## src/include/pmcc_pkg.sv

```systemverilog
package pmcc_pkg;

   // Special-function register addresses.
   localparam logic [7:0] power_control_register_addr = 8'h87;
   localparam logic [7:0] sleep_mode_control_addr     = 8'hbe;
   localparam logic [7:0] clock_control_addr          = 8'hc6;

   // Sleep mode control fields.
   localparam int crystal_stable_bit       = 6;
   localparam int fast_rc_stable_bit       = 5;
   localparam int reset_cause_lsb          = 3;
   localparam int powerdown_bit            = 2;
   localparam int mode_lsb                 = 0;
   localparam logic powerdown_reset        = 1'b1;
   localparam logic [1:0] mode_reset       = 2'h0;

   // Power control fields.
   localparam int idle_bit                 = 0;

   // Clock control fields.
   localparam int slow_src_bit             = 7;
   localparam int sys_src_bit              = 6;
   localparam int tick_lsb                 = 3;
   localparam int reserved_lsb             = 1;
   localparam int speed_bit                = 0;
   localparam logic slow_src_reset         = 1'b1;
   localparam logic sys_src_reset          = 1'b1;
   localparam logic [2:0] tick_reset       = 3'h1;
   localparam logic [1:0] reserved_reset   = 2'h0;
   localparam logic speed_reset            = 1'b1;

   // Source select encodings.
   localparam logic src_fast_crystal       = 1'b0;
   localparam logic src_fast_rc            = 1'b1;

   typedef enum logic [1:0] {
      cause_power_on = 2'h0,
      cause_external = 2'h1,
      cause_watchdog = 2'h2
   } reset_cause_t;

   typedef struct packed {
      logic fast_crystal_on;
      logic fast_rc_on;
   } osc_power_t;

   typedef struct packed {
      logic fast_crystal_stable;
      logic fast_rc_stable;
   } osc_status_t;

   typedef struct packed {
      logic       valid;
      logic [7:0] addr;
      logic [7:0] data;
   } sfr_write_t;

endpackage : pmcc_pkg

```

## src/core/tick_prescaler.sv

```systemverilog
`timescale 1ns/100ps
`default_nettype none
module tick_prescaler
   import pmcc_pkg::*;
(
   input  wire logic       sys_clk,
   input  wire logic       sys_rst,
   input  wire logic [2:0] timer_tick_divider,
   output var  logic       tick
);
   logic [6:0] count_reg;
   logic [6:0] count_next;
   logic [6:0] limit;
   logic       wrap;

   // Divide by 2**n: a one-cycle pulse every limit+1 cycles.
   assign limit      = 7'((8'h1 << timer_tick_divider) - 8'h1);
   assign wrap       = (count_reg >= limit);
   assign count_next = wrap ? 7'h0 : 7'(count_reg + 7'h1);

   always_ff @(posedge sys_clk or posedge sys_rst) begin
      if (sys_rst) begin
         count_reg <= 7'h0;
         tick      <= 1'b0;
      end else begin
         count_reg <= count_next;
         tick      <= wrap;
      end
   end
endmodule : tick_prescaler
`default_nettype wire

```

## src/core/power_mode_clock_control.sv

```systemverilog
// Notes on behaviour
// - Crystal stable flag, bit 6, reset 0.
// - Fast RC stable flag at bit 5.
// - Last reset cause at bits 4:3.
// - Powerdown bit 2 resets 1, idles unused oscillator.
// - Source select change clears powerdown bit.
// - Setting powerdown waits for calibration end.
// - Power mode field bits 1:0, reset 00.
// - Clock bit 7 selects slow source, reset 1.
// - Clock bit 6 selects system source, reset 1.
// - Switch source only when new oscillator stable.
// - Selecting powered-down oscillator powers it up.
// - Tick field 5:3 divides by two-to-the-n.
// - Clock bit 0 reports speed, reset 1.
// - Idle write enters selected mode; reads zero.
// - Wake event clears power mode field.
`timescale 1ns/100ps
`default_nettype none
module power_mode_clock_control
   import pmcc_pkg::*;
(
   input  wire logic         sys_clk,
   input  wire logic         sys_rst,
   input  wire sfr_write_t   sfr_wr,
   input  wire logic [7:0]   sfr_rd_addr,
   output var  logic [7:0]   sfr_rd_data,
   input  wire osc_status_t  osc_status,
   input  wire logic         calibration_busy,
   input  wire logic         reset_cause_valid,
   input  wire logic [1:0]   reset_cause,
   input  wire logic         wake_event,
   output var  osc_power_t   osc_power,
   output var  logic         active_clock_source,
   output var  logic [1:0]   power_mode,
   output var  logic         enter_power_mode,
   output var  logic         timer_tick
);

   ////////////////////////////////////////////////////////////////////////////
   // Register state.
   logic       powerdown_reg;
   logic       pending_pd_reg;
   logic [1:0] mode_reg;
   logic [1:0] cause_reg;
   logic       slow_src_reg;
   logic       sys_src_reg;
   logic [2:0] tick_reg;
   logic [1:0] reserved_reg;
   logic       speed_reg;
   logic       active_reg;
   logic       enter_reg;
   logic       powerdown_next;
   logic       pending_pd_next;
   logic [1:0] mode_next;
   logic [1:0] cause_next;
   logic       slow_src_next;
   logic       sys_src_next;
   logic [2:0] tick_next;
   logic [1:0] reserved_next;
   logic       speed_next;
   logic       active_next;
   logic       enter_next;
   logic [7:0] rd_data_next;

   ////////////////////////////////////////////////////////////////////////////
   // Write decode.
   function automatic logic addr_is(input logic [7:0] a, input logic [7:0] b);
      return (a == b);
   endfunction

   function automatic logic hit(input sfr_write_t w, input logic [7:0] a);
      return w.valid && addr_is(w.addr, a);
   endfunction

   wire        wr_sleep      = hit(sfr_wr, sleep_mode_control_addr);
   wire        wr_clock      = hit(sfr_wr, clock_control_addr);
   wire        wr_power_control_register       = hit(sfr_wr, power_control_register_addr);
   wire        new_src       = sfr_wr.data[sys_src_bit];
   wire        new_slow_src  = sfr_wr.data[slow_src_bit];
   wire [2:0]  new_tick      = sfr_wr.data[tick_lsb +: 3];
   wire [1:0]  new_reserved  = sfr_wr.data[reserved_lsb +: 2];
   wire        new_speed     = sfr_wr.data[speed_bit];
   wire [1:0]  new_mode      = sfr_wr.data[mode_lsb +: 2];
   wire        new_idle      = sfr_wr.data[idle_bit];
   wire        src_toggle    = wr_clock && (new_src != sys_src_reg);
   wire        wr_pd         = sfr_wr.data[powerdown_bit];
   // A set attempt during calibration is parked and applied afterwards.
   wire        defer_set     = wr_sleep && wr_pd && !powerdown_reg && calibration_busy;
   // A later write of zero, or a source toggle, cancels a parked set.
   wire        cancel_pd     = src_toggle || (wr_sleep && !wr_pd);
   wire        target_stable = (sys_src_reg == src_fast_rc) ?
                               osc_status.fast_rc_stable : osc_status.fast_crystal_stable;

   always_comb begin
      powerdown_next = powerdown_reg;
      if (src_toggle) begin
         powerdown_next = 1'b0;
      end else if (wr_sleep && !defer_set) begin
         powerdown_next = wr_pd;
      end else if (pending_pd_reg && !calibration_busy) begin
         powerdown_next = 1'b1;
      end
   end

   assign pending_pd_next = defer_set || (pending_pd_reg && calibration_busy && !cancel_pd);
   // Wake wins over a mode write in the same cycle, so the part cannot fall back asleep.
   assign mode_next       = wake_event ? mode_reset : (wr_sleep ? new_mode : mode_reg);
   assign cause_next      = reset_cause_valid ? reset_cause : cause_reg;
   assign enter_next      = wr_power_control_register && new_idle && !wake_event;
   assign slow_src_next   = wr_clock ? new_slow_src : slow_src_reg;
   assign sys_src_next    = wr_clock ? new_src : sys_src_reg;
   assign tick_next       = wr_clock ? new_tick : tick_reg;
   // Reserved bits are stored as written; keeping them at zero is up to software.
   assign reserved_next   = wr_clock ? new_reserved : reserved_reg;
   assign speed_next      = wr_clock ? new_speed : speed_reg;
   // Hold the old source until the new one is powered and stable.
   assign active_next     = target_stable ? sys_src_reg : active_reg;

   ////////////////////////////////////////////////////////////////////////////
   // Sleep mode control and power control.
   always_ff @(posedge sys_clk or posedge sys_rst) begin
      if (sys_rst) begin
         powerdown_reg <= powerdown_reset;
      end else begin
         powerdown_reg <= powerdown_next;
      end
   end

   always_ff @(posedge sys_clk or posedge sys_rst) begin
      if (sys_rst) begin
         pending_pd_reg <= 1'b0;
      end else begin
         pending_pd_reg <= pending_pd_next;
      end
   end

   always_ff @(posedge sys_clk or posedge sys_rst) begin
      if (sys_rst) begin
         mode_reg <= mode_reset;
      end else begin
         mode_reg <= mode_next;
      end
   end

   always_ff @(posedge sys_clk or posedge sys_rst) begin
      if (sys_rst) begin
         cause_reg <= cause_power_on;
      end else begin
         cause_reg <= cause_next;
      end
   end

   always_ff @(posedge sys_clk or posedge sys_rst) begin
      if (sys_rst) begin
         enter_reg <= 1'b0;
      end else begin
         enter_reg <= enter_next;
      end
   end

   ////////////////////////////////////////////////////////////////////////////
   // Clock control and source switching.
   always_ff @(posedge sys_clk or posedge sys_rst) begin
      if (sys_rst) begin
         slow_src_reg <= slow_src_reset;
      end else begin
         slow_src_reg <= slow_src_next;
      end
   end

   always_ff @(posedge sys_clk or posedge sys_rst) begin
      if (sys_rst) begin
         sys_src_reg <= sys_src_reset;
      end else begin
         sys_src_reg <= sys_src_next;
      end
   end

   always_ff @(posedge sys_clk or posedge sys_rst) begin
      if (sys_rst) begin
         tick_reg <= tick_reset;
      end else begin
         tick_reg <= tick_next;
      end
   end

   always_ff @(posedge sys_clk or posedge sys_rst) begin
      if (sys_rst) begin
         reserved_reg <= reserved_reset;
      end else begin
         reserved_reg <= reserved_next;
      end
   end

   always_ff @(posedge sys_clk or posedge sys_rst) begin
      if (sys_rst) begin
         speed_reg <= speed_reset;
      end else begin
         speed_reg <= speed_next;
      end
   end

   always_ff @(posedge sys_clk or posedge sys_rst) begin
      if (sys_rst) begin
         active_reg <= sys_src_reset;
      end else begin
         active_reg <= active_next;
      end
   end

   ////////////////////////////////////////////////////////////////////////////
   // Oscillator power: the running source is always kept on, and the
   // selected one is powered so that a pending switch can complete.
   wire        keep_both        = !powerdown_reg;
   wire        rc_selected      = (sys_src_reg == src_fast_rc);
   wire        rc_running       = (active_reg == src_fast_rc);
   wire        crystal_selected = (sys_src_reg == src_fast_crystal);
   wire        crystal_running  = (active_reg == src_fast_crystal);
   assign osc_power.fast_rc_on      = keep_both || rc_selected || rc_running;
   assign osc_power.fast_crystal_on = keep_both || crystal_selected || crystal_running;
   assign active_clock_source       = active_reg;
   assign power_mode                = mode_reg;
   assign enter_power_mode          = enter_reg;

   ////////////////////////////////////////////////////////////////////////////
   // Read mux.
   // Read data is registered, so it trails the address by one cycle.
   wire [7:0] sleep_view = {1'b0,
                            osc_status.fast_crystal_stable,
                            osc_status.fast_rc_stable,
                            cause_reg, powerdown_reg, mode_reg};
   wire [7:0] clock_view = {slow_src_reg, sys_src_reg, tick_reg, reserved_reg, speed_reg};
   wire       rd_sleep   = addr_is(sfr_rd_addr, sleep_mode_control_addr);
   wire       rd_clock   = addr_is(sfr_rd_addr, clock_control_addr);
   assign rd_data_next = rd_sleep ? sleep_view :
                         rd_clock ? clock_view : 8'h00;

   always_ff @(posedge sys_clk or posedge sys_rst) begin
      if (sys_rst) begin
         sfr_rd_data <= 8'h00;
      end else begin
         sfr_rd_data <= rd_data_next;
      end
   end

   tick_prescaler u_tick (
      .sys_clk            (sys_clk),
      .sys_rst            (sys_rst),
      .timer_tick_divider (tick_reg),
      .tick               (timer_tick)
   );

endmodule : power_mode_clock_control
`default_nettype wire

```

## config.mk

```make
export PLATFORM = sky130hd
export DESIGN_NAME = power_mode_clock_control
export DESIGN_NICKNAME = d
export VERILOG_FILES = /design/src/include/pmcc_pkg.sv /design/src/core/tick_prescaler.sv /design/src/core/power_mode_clock_control.sv
export SDC_FILE = /design/constraint.sdc
export NUM_CORES = 1
export LEC_CHECK = 0
export ABC_AREA = 1
export BUFFER_PORTS_ARGS = -buffer_cell sky130_fd_sc_hd__buf_2
export CELL_PAD_IN_SITES_DETAIL_PLACEMENT = 0
export CELL_PAD_IN_SITES_GLOBAL_PLACEMENT = 1
export CORE_ASPECT_RATIO = 1.5
export CORE_MARGIN = 1
export CORE_UTILIZATION = 34
export DETAILED_ROUTE_END_ITERATION = 10
export PLACE_DENSITY = 0.83
export SKIP_LAST_GASP = 1
export SYNTH_ARGS = -nofsm -noshare
export SYNTH_HDL_FRONTEND = slang
export SYNTH_HIERARCHICAL = 1
export SYNTH_SLANG_ARGS = --single-unit
```

## constraint.sdc

```tcl
create_clock -name sys_clk -period 1.5 [get_ports sys_clk]
set_clock_uncertainty 0.15 [all_clocks]
set_input_delay 0.075 -clock sys_clk [delete_from_list [all_inputs] [get_ports sys_clk]]
set_output_delay 0.075 -clock sys_clk [all_outputs]
set_load 0.01 [all_outputs]
```

==> metrics.csv, run 1 <==
stage,metric,value,unit
routing,routedWlPerCell,10.84,µm
routing,wirelength,4.056,mm
routing,drt_iter0_markers,48,
synth,syn_nets,253,
cells_and_area,largest_reg_flops,8,
clocking,clkLatencyLatePin,0.28,ns
clocking,cts_root_buffer,clkbuf_8,
critical_path,reg2reg_from,tick_reg[0]$_DFFE_PP1P_,
power_and_ir_drop,p_int,1928,µW
placed_design,placed_area,2157,µm²
placed_design,place.port_buffers,48,
critical_path,critPathLaunch,tick_reg[0]$_DFFE_PP1P_,
sta,tightest_slew,0.4281,ns
clocking,htree_num_levels,2,
synth,synth_cells,211,
synth,ys_ff_latch,32,
hold_path,hp-start,sfr_rd_addr[6],
power_and_ir_drop,peakVddDrop,470.3,µV
clocking,cts_tree,built,
synth,yosysSeqAreaShare,0.4641,
clocking,numCtsBuffers,5,
flow_run,drv_cap,0,
die,chipHeight,89.66,µm
cells_and_area,drive_gt1_frac,0.3636,
critical_path,cp-start-kind,flip-flop,
grt,grt_pass1_vias,1613,
grt,grt_overflow,0,
sta,fin_crit_sh,1.128,
routing,drcViolationCount,0,
hold_path,hold_path_class,in2reg,
grt,grt_first_pass_wirelength,6.672,mm
critical_path,path_class,reg2reg,
sta,fmax,591.0,MHz
sta,tns,-1.441,ns
outcome,status,"finished, violations left",
grt,antenna_found_initial,0,
cells_and_area,area_growth,49.43,%
die,die_x,60.44,µm
critical_path,required,1.53,ns
sta,setup_viol,8,
power_and_ir_drop,power.net_switching,899.2,µW
routing,viasPerCell,4.369,
die,rows,31,
clocking,clock_sinks,32,
power_and_ir_drop,power.share.sequential,0.386,
power_and_ir_drop,sw_frac_of_total,0.3180,
cells_and_area,nets,349,
die,coreArea,4887,µm²
critical_path,cp_max_fo,8,
critical_path,endpoint_kind,flip-flop,
power_and_ir_drop,clockPowerShare,0.286,
sta,slew_headroom,0.7122,
power_and_ir_drop,combPwrFrac,0.328,
cells_and_area,n_antenna_cell,0,
sta,fin_crit,1.692,ns
sta,whs,0.01362,ns
power_and_ir_drop,p_leak,0.001373,µW
grt,grt_max_degree,25,
die,ioPinCount,49,
sta,hold_viol_final,0,
synth,syn_avg_cell_area,8.254,µm²
synth,ys_types,29,
power_and_ir_drop,powerDensity,1087,nW/µm²
cells_and_area,fin_area,2603,µm²
die,dieArea,5419,µm²
routing,vias,1634,
synth,syn_area,1742,µm²
routing,drtAntennaViolNets,0,
critical_path,arrival,1.72,ns
sta,final.setup.worst_slack,-0.1920,ns
clocking,clockBufferDepth,2,
routing,firstDrtPassIters,4,
placed_design,post-dp-hpwl,2.995,mm
grt,grt.total_usage,0.1685,
sta,rsz0062_at_grt,true,
clocking,clk_pin_slew_worst_paths,0.07,ns
sta,maxSlewViolCount,0,
outcome,violations,negative setup slack,
cells_and_area,fillers,482,
synth,yosys_warnings,6,
placed_design,gp_congestion,0.8059,
die,start_util,0.3564,
-- per-stage QoR --
stage / total power, µW / instances / setup WS [ns] / util
finish: 2828 / 374 / -0.1920 / 0.5325
global route: 3036 / 374 / -0.2658 / 0.5325
CTS: 2793 / 372 / -0.1657 / 0.5236
detailed placement: 1916 / 335 / -0.1524 / 0.4414
global placement: 1898 / 335 / -0.1346 / 0.4414
floorplan: 1606 / 211 / -0.04613 / -
-- cells in the mapped netlist --
| cell | instances | share of area |
|---|---|---|
| a21oi_1 | 3 | 0.0086 |
| a21oi_2 | 3 | 0.015 |
| and3_1 | 1 | 0.0036 |
| buf_6 | 1 | 0.0065 |
| dfrtp_1 | 26 | 0.37 |
| dfstp_2 | 6 | 0.091 |
| ha_1 | 8 | 0.057 |
| inv_1 | 30 | 0.065 |
| inv_2 | 2 | 0.0043 |
| mux2_2 | 2 | 0.013 |
| nand2_1 | 59 | 0.13 |
| nand2_2 | 3 | 0.011 |
| nand3_1 | 21 | 0.060 |
| nand3_2 | 1 | 0.0057 |
| nand3b_1 | 1 | 0.0043 |
| nand4_1 | 1 | 0.0036 |
| nor2_1 | 14 | 0.030 |
| nor2_2 | 6 | 0.022 |
| nor2_4 | 2 | 0.013 |
| nor3_1 | 2 | 0.0057 |
| nor3_4 | 1 | 0.0093 |
| nor4_1 | 1 | 0.0036 |
| nor4_2 | 1 | 0.0072 |
| o21ai_0 | 6 | 0.017 |
| o21ai_1 | 3 | 0.0086 |
| o21ai_2 | 3 | 0.015 |
| o31ai_1 | 1 | 0.0043 |
| xnor2_1 | 2 | 0.010 |
| xor2_1 | 1 | 0.0050 |
-- power groups by stage --
stage / clock network, µW / registers (µW) / logic (µW)
3_5_place_dp: 0 / 1110 / 806
5_1_grt: 868 / 1110 / 1060
3_3_place_gp: 0 / 1110 / 791
4_1_cts: 831 / 1090 / 868
6_report: 809 / 1090 / 926
2_1_floorplan: 0 / 1120 / 490
-- timing repair --
action | in CTS | in global routing
pin swaps | 0 | 2
cloned | 0 | 0
hold buffers | 29 | 0
endpoints found under the hold margin | 54 | 0
endpoints found under the setup margin | 8 | 16
buffers inserted | 0 | 4
resized for setup | 0 | 11
-- critical path: stages, from the launching register on --
cell and delay (ns):
dfstp_2 0.59, nand3_2 0.11, ha_4 0.28, nand2_1 0.07, nor2_2 0.13, nand2_2 0.08, nand2_4 0.12, nor2_1 0.05
-- path summary, 6_finish.rpt --
check / end / slack, ns / depth (start not counted)
worst min register to register: slow_src_reg$_DFFE_PP1P_ / 0.31 / 2
worst max-delay path: u_tick/count_reg[5]$_DFF_PP0_ / -0.19 / 7
max in group asynchronous: rc_selected$_DFFE_PP1P_ / 0.67 / 4
worst min-delay path: sfr_rd_data[1]$_DFF_PP0_ / 0.01 / 5
worst max register to register: u_tick/count_reg[5]$_DFF_PP0_ / -0.19 / 7
min in group asynchronous: u_tick/count_reg[5]$_DFF_PP0_ / 0.13 / 3
-- logic make-up after synthesis --
logic type,share of synthesized area
compound gates,0.06897
xor+xnor,0.01509
fa+ha+maj,0.05747
buf+inv,0.07543
flops,0.4641
mux,0.01293
simple gates,0.3060
-- metal layers --
metal	share of wire	track usage	routed length, µm	vias to the layer above
met5	0	0	0	-
met4	0.015	0.06818	59	0
met3	0.034	0.03582	137	5
met2	0.56	0.3277	2272	31
met1	0.39	0.1671	1587	738
li1	-	-	-	860
-- cells in the final DEF, fill, tap and decap left out, types with 4 or more instances in the layout --
master / count
o21ai_0: 5
inv_1: 30
clkbuf_8: 5
buf_2: 48
a21oi_2: 4
o21ai_2: 4
buf_4: 15
dfrtp_1: 24
dfstp_2: 6
ha_1: 7
nor2_1: 10
nor2_2: 9
nand3_1: 20
nand2_1: 58
dlygate4sd3_1: 27
-- layout make-up --
class,instances,area [µm²],area share
sequential,32,810.8,0.3115
tap,66,82.58,0.03173
clock inverter,3,42.54,0.01635
inverter,32,120.1,0.04615
timing repair buffer,90,623.1,0.2394
clock buffer,5,68.82,0.02644
multi-input combinational,146,854.6,0.3284
Note: power is estimated with default switching activity, not from simulation.
==> run 2: changes to the inputs <==
==> constraint.sdc (replaced) <==
create_clock -name sys_clk -period 1.4 [get_ports sys_clk]
set_clock_uncertainty 0.15 [all_clocks]
set_input_delay 0.14 -clock sys_clk [delete_from_list [all_inputs] [get_ports sys_clk]]
set_output_delay 0.14 -clock sys_clk [all_outputs]
set_load 0.01 [all_outputs]
==> metrics.csv, run 2 (same netlist as run 1, synthesis figures left out) <==
stage,metric,value,unit,change
outcome,status,"finished, violations left",,unchanged
outcome,violations,negative setup slack,,unchanged
power_and_ir_drop,p_leak,0.001340,µW,was 0.001373 µW
placed_design,gp_congestion,0.8091,,was 0.8059
routing,drtAntennaViolNets,0,,unchanged
cells_and_area,drive_gt1_frac,0.3654,,was 0.3636
routing,wirelength,3.861,mm,was 4.056 mm
clocking,cts_tree,built,,unchanged
critical_path,crit_path_end,u_tick/count_reg[2]$_DFF_PP0_,,was u_tick/count_reg[5]$_DFF_PP0_
sta,fin_crit_sh,1.205,,was 1.128
cells_and_area,final_cell_mix,"nand2_1, buf_2, inv_1",,unchanged
grt,grt_overflow,0,,unchanged
hold_path,hold_path_class,in2reg,,unchanged
routing,drcViolationCount,0,,unchanged
critical_path,reg2reg_from,tick_reg[0]$_DFFE_PP1P_,,unchanged
routing,firstDrtPassIters,4,,unchanged
routing,drt_iter0_markers,41,,was 48
critical_path,critPathLaunch,tick_reg[0]$_DFFE_PP1P_,,unchanged
sta,hold_viol_final,0,,unchanged
clocking,clock_sinks,32,,unchanged
routing,viasPerCell,4.428,,was 4.369
grt,grt_max_degree,25,,unchanged
flow_run,drv_cap,0,,unchanged
cells_and_area,nets,342,,was 349
cells_and_area,n_antenna_cell,0,,unchanged
die,coreArea,4887,µm²,unchanged
critical_path,cp-start-kind,flip-flop,,unchanged
die,rows,31,,unchanged
clocking,clockBufferDepth,2,,unchanged
routing,routedWlPerCell,10.52,µm,was 10.84 µm
die,chipHeight,89.66,µm,unchanged
sta,fin_crit,1.687,ns,was 1.692 ns
grt,grt.total_usage,0.1616,,was 0.1685
critical_path,rr_endpoint,u_tick/count_reg[2]$_DFF_PP0_,,was u_tick/count_reg[5]$_DFF_PP0_
grt,grt_pass1_vias,1562,,was 1613
power_and_ir_drop,power,2973,µW,was 2828 µW
cells_and_area,largest_reg_flops,8,,unchanged
grt,antenna_found_initial,0,,unchanged
critical_path,arrival,1.75,ns,was 1.72 ns
cells_and_area,final_common_cell,nand2_1,,unchanged
sta,final.setup.worst_slack,-0.2869,ns,was -0.1920 ns
clocking,clkLatencyLatePin,0.28,ns,about the same
sta,maxSlewViolCount,0,,unchanged
clocking,cts_root_buffer,clkbuf_8,,unchanged
sta,slew_headroom,0.7155,,was 0.7122
die,dieArea,5419,µm²,unchanged
placed_design,place.port_buffers,48,,unchanged
routing,vias,1625,,was 1634
critical_path,path_class,reg2reg,,unchanged
critical_path,endpoint_kind,flip-flop,,unchanged
critical_path,worstRegToRegCells,7,,unchanged
power_and_ir_drop,powerDensity,1180,nW/µm²,was 1087 nW/µm²
critical_path,required,1.47,ns,was 1.53 ns
grt,grt_first_pass_wirelength,6.375,mm,was 6.672 mm
die,ioPinCount,49,,unchanged
sta,tightest_slew,0.4233,ns,was 0.4281 ns
sta,fmax,592.8,MHz,was 591.0 MHz
sta,setup_viol,8,,unchanged
die,start_util,0.3564,,unchanged
cells_and_area,area_growth,44.68,%,was 49.43%
sta,rsz0062_at_grt,true,,unchanged
cells_and_area,final_util,0.5156,,was 0.5325
die,die_x,60.44,µm,unchanged
clocking,htree_num_levels,2,,unchanged
placed_design,post-dp-hpwl,2.970,mm,was 2.995 mm
critical_path,r2r_slack,-0.29,ns,was -0.19 ns
critical_path,cp_max_fo,8,,unchanged
clocking,clk_pin_slew_worst_paths,0.06,ns,was 0.07 ns
clocking,numCtsBuffers,5,,unchanged
power_and_ir_drop,peakVddDrop,648.8,µV,was 470.3 µV
## run 2: changes by cell type in the layout (fill, tap and decap cells not counted), sizes merged
cell,previous run,this run
dlygate4sd3,27,19
buf,63,64
clkbuf,5,6
clkinvlp,1,0
## run 2: layer usage
layer  GRT usage  vias up  wire length, µm
li1            -      849                -
met1      0.1686      725             1601
met2      0.2877       39             1984
met3     0.04441       12              137
met4     0.08678        0              138
met5           0        -                0
## run 2: cell type report
type / instances / area [µm²]
well taps: 66 / 82.58
inverters: 32 / 120.1
clock inverters: 2 / 35.03
flip-flops and latches: 32 / 809.5
repair buffers: 83 / 556.8
fillers: 493 / 2367
clock buffers: 6 / 72.57
multi-input cells: 146 / 843.3
## run 2: metrics by stage
step | setup WS [ns] | hold slack (ns) | area (µm²) | setup TNS (ns) | cells
floorplan | -0.1461 | -0.1943 | 1763 | -1.130 | 211
global placement | -0.2453 | -0.04602 | 2187 | -1.927 | 339
detailed placement | -0.2661 | -0.04391 | 2187 | -2.029 | 339
CTS | -0.2752 | 0.004394 | 2501 | -2.096 | 367
global route | -0.4099 | 0.004266 | 2520 | -3.120 | 367
finish | -0.2869 | 0.01224 | 2520 | -2.186 | 367
## run 2: worst min-delay path by stage
stage	from	endpoint	depth (start not counted)
CTS	sfr_wr[2]	reserved_reg[1]$_DFFE_PP0P_	3
global route	sfr_wr[2]	reserved_reg[1]$_DFFE_PP0P_	3
finish	sfr_rd_addr[3]	sfr_rd_data[1]$_DFF_PP0_	4
global placement	sys_rst	u_tick/count_reg[0]$_DFF_PP0_	2
floorplan	sys_rst	u_tick/count_reg[0]$_DFF_PP0_	1
detailed placement	sys_rst	u_tick/tick$_DFF_PP0_	2
## run 2: power by group
part           switching (µW)  leakage [µW]  internal (µW)  total (µW)
registers                 103      0.000399           1060        1170
logic                     490      0.000886            459         949
clock network             330     0.0000552            527         857
## run 2: worst max-delay path, stage by stage, from the launching register on
cell	delay [ns]
dfstp_2	0.59
o21ai_2	0.08
ha_1	0.29
nand2_1	0.06
nand2_1	0.06
a21oi_2	0.19
nand2_4	0.10
nor2_1	0.11
## run 2: repair_timing
| item | 4_1_cts | 5_1_grt |
|---|---|---|
| hold buffers | 19 | 0 |
| setup buffers | 1 | 0 |
| pin swaps | 6 | 0 |
| gates resized for setup | 3 | 5 |
| endpoints found under the hold margin | 42 | 0 |
| setup endpoints to repair | 9 | 9 |
==> run 3: changes to the inputs <==
--- a/config.mk
+++ b/config.mk
@@ -14,7 +14,6 @@
 export CORE_UTILIZATION = 34
 export DETAILED_ROUTE_END_ITERATION = 10
 export PLACE_DENSITY = 0.83
-export SKIP_LAST_GASP = 1
 export SYNTH_ARGS = -nofsm -noshare
 export SYNTH_HDL_FRONTEND = slang
 export SYNTH_HIERARCHICAL = 1
==> metrics.csv, run 3 (same netlist as run 1, synthesis figures left out) <==
stage,metric,value,unit,change
grt,antenna_found_initial,0,,unchanged
routing,firstDrtPassIters,4,,unchanged
flow_run,drv_cap,0,,unchanged
grt,grt_first_pass_wirelength,6.375,mm,unchanged
placed_design,post-dp-hpwl,2.970,mm,unchanged
hold_path,worstHoldPathCells,4,,unchanged
sta,tightest_slew,0.4233,ns,about the same
hold_path,hold_path_class,in2reg,,unchanged
power_and_ir_drop,combPwrFrac,0.320,,was 0.319
cells_and_area,n_antenna_cell,0,,unchanged
routing,wirelength,3.860,mm,was 3.861 mm
critical_path,required,1.47,ns,about the same
sta,slew_headroom,0.7154,,was 0.7155
sta,maxSlewViolCount,0,,unchanged
power_and_ir_drop,clockPowerShare,0.287,,was 0.288
grt,grt_overflow,0,,unchanged
power_and_ir_drop,power.share.sequential,0.393,,was 0.392
clocking,clkLatencyLatePin,0.28,ns,about the same
die,die_x,60.44,µm,unchanged
routing,vias,1630,,was 1625
die,coreArea,4887,µm²,unchanged
sta,fin_crit_sh,1.205,,about the same
cells_and_area,final_common_cell,nand2_1,,unchanged
placed_design,placed_area,2187,µm²,unchanged
grt,grt_max_degree,25,,unchanged
cells_and_area,fin_area,2525,µm²,was 2520 µm²
routing,drt_iter0_markers,38,,was 41
clocking,htree_num_levels,2,,unchanged
clocking,numCtsBuffers,5,,unchanged
power_and_ir_drop,power.net_switching,920.3,µW,was 922.8 µW
routing,viasPerCell,4.441,,was 4.428
clocking,clockBufferDepth,2,,unchanged
power_and_ir_drop,p_leak,0.001341,µW,was 0.001340 µW
power_and_ir_drop,sw_frac_of_total,0.3098,,was 0.3104
outcome,status,"finished, violations left",,unchanged
sta,fmax,593.0,MHz,was 592.8 MHz
cells_and_area,nets,342,,unchanged
grt,grt.total_usage,0.1616,,unchanged
cells_and_area,area_growth,44.97,%,was 44.68%
die,ioPinCount,49,,unchanged
clocking,clk_pin_slew_worst_paths,0.06,ns,about the same
clocking,clock_sinks,32,,unchanged
sta,tns,-2.187,ns,was -2.186 ns
sta,hold_viol_final,0,,unchanged
critical_path,worstRegToRegCells,7,,unchanged
sta,whs,0.01214,ns,was 0.01224 ns
clocking,cts_tree,built,,unchanged
cells_and_area,largest_reg_flops,8,,unchanged
outcome,violations,negative setup slack,,unchanged
cells_and_area,drive_gt1_frac,0.3688,,was 0.3654
sta,rsz0062_at_grt,true,,unchanged
grt,grt_pass1_vias,1562,,unchanged
routing,drtAntennaViolNets,0,,unchanged
placed_design,gp_congestion,0.8091,,unchanged
routing,drcViolationCount,0,,unchanged
critical_path,endpoint_kind,flip-flop,,unchanged
critical_path,cp-start-kind,flip-flop,,unchanged
die,dieArea,5419,µm²,unchanged
power_and_ir_drop,peakVddDrop,649.0,µV,was 648.8 µV
sta,setup_viol,8,,unchanged
routing,routedWlPerCell,10.52,µm,about the same
critical_path,cp_max_fo,8,,unchanged
placed_design,place.port_buffers,48,,unchanged
sta,fin_crit,1.686,ns,was 1.687 ns
die,rows,31,,unchanged
die,start_util,0.3564,,unchanged
clocking,cts_root_buffer,clkbuf_8,,unchanged
sta,final.setup.worst_slack,-0.2864,ns,was -0.2869 ns
cells_and_area,final_cell_mix,"nand2_1, buf_2, inv_1",,unchanged
critical_path,arrival,1.75,ns,about the same
die,chipHeight,89.66,µm,unchanged
power_and_ir_drop,powerDensity,1176,nW/µm²,was 1180 nW/µm²
power_and_ir_drop,p_int,2050,µW,about the same
cells_and_area,fillers,492,,was 493
critical_path,path_class,reg2reg,,unchanged
[run 3: power groups by stage]
stage | logic (µW) | registers, µW | clock network, µW
2_1_floorplan | 525 | 1200 | 0
3_3_place_gp | 870 | 1180 | 0
3_5_place_dp | 891 | 1180 | 0
4_1_cts | 934 | 1170 | 881
5_1_grt | 1080 | 1190 | 925
6_report | 949 | 1170 | 853
[run 3: worst max-delay path: stages, from the launching register on]
cell	delay, ns
dfstp_2	0.59
o21ai_2	0.08
ha_1	0.29
nand2_1	0.06
nand2_1	0.06
a21oi_2	0.19
nand2_4	0.10
nor2_1	0.11
[run 3: layout make-up]
cell class / instances / area [µm²] / area share
clock buffer: 6 / 72.57 / 0.02874
clock inverter: 2 / 35.03 / 0.01388
timing repair buffer: 83 / 556.8 / 0.2205
inverter: 32 / 120.1 / 0.04757
multi-input combinational: 146 / 848.3 / 0.3360
tap: 66 / 82.58 / 0.03271
sequential: 32 / 809.5 / 0.3206
[run 3: stage by stage]
step                  util  setup WS [ns]  total power [µW]  std cells
finish              0.5166        -0.2864              2970        367
global route        0.5166        -0.4099              3196        367
CTS                 0.5118        -0.2752              2983        367
detailed placement  0.4475        -0.2661              2072        339
global placement    0.4475        -0.2453              2053        339
floorplan                -        -0.1461              1721        211
[run 3: what timing repair did]
action                                  in CTS  in global routing
endpoints found under the setup margin       9                  9
pin swaps                                    6                  0
gates cloned                                 0                  0
gates resized for setup                      3                  6
endpoints found under the hold margin       42                  0
hold buffers                                19                  0
setup buffers                                1                  0
[run 3: path summary, 6_finish.rpt]
kind	from	slack, ns	to
worst max register to register	tick_reg[0]$_DFFE_PP1P_	-0.29	u_tick/count_reg[2]$_DFF_PP0_
worst min-delay path	sfr_rd_addr[3]	0.01	sfr_rd_data[1]$_DFF_PP0_
min in group asynchronous	sys_rst	0.20	u_tick/tick$_DFF_PP0_
max in group asynchronous	sys_rst	0.50	powerdown_reg$_DFFE_PP1P_
worst min register to register	slow_src_reg$_DFFE_PP1P_	0.31	slow_src_reg$_DFFE_PP1P_
worst max-delay path	tick_reg[0]$_DFFE_PP1P_	-0.29	u_tick/count_reg[2]$_DFF_PP0_
[run 3: routing by layer]
layer	global-route usage	wire, µm	part of all wire
met5	0	0	0
met4	0.08678	138	0.036
met3	0.04441	134	0.035
met2	0.2877	1990	0.52
met1	0.1686	1597	0.41
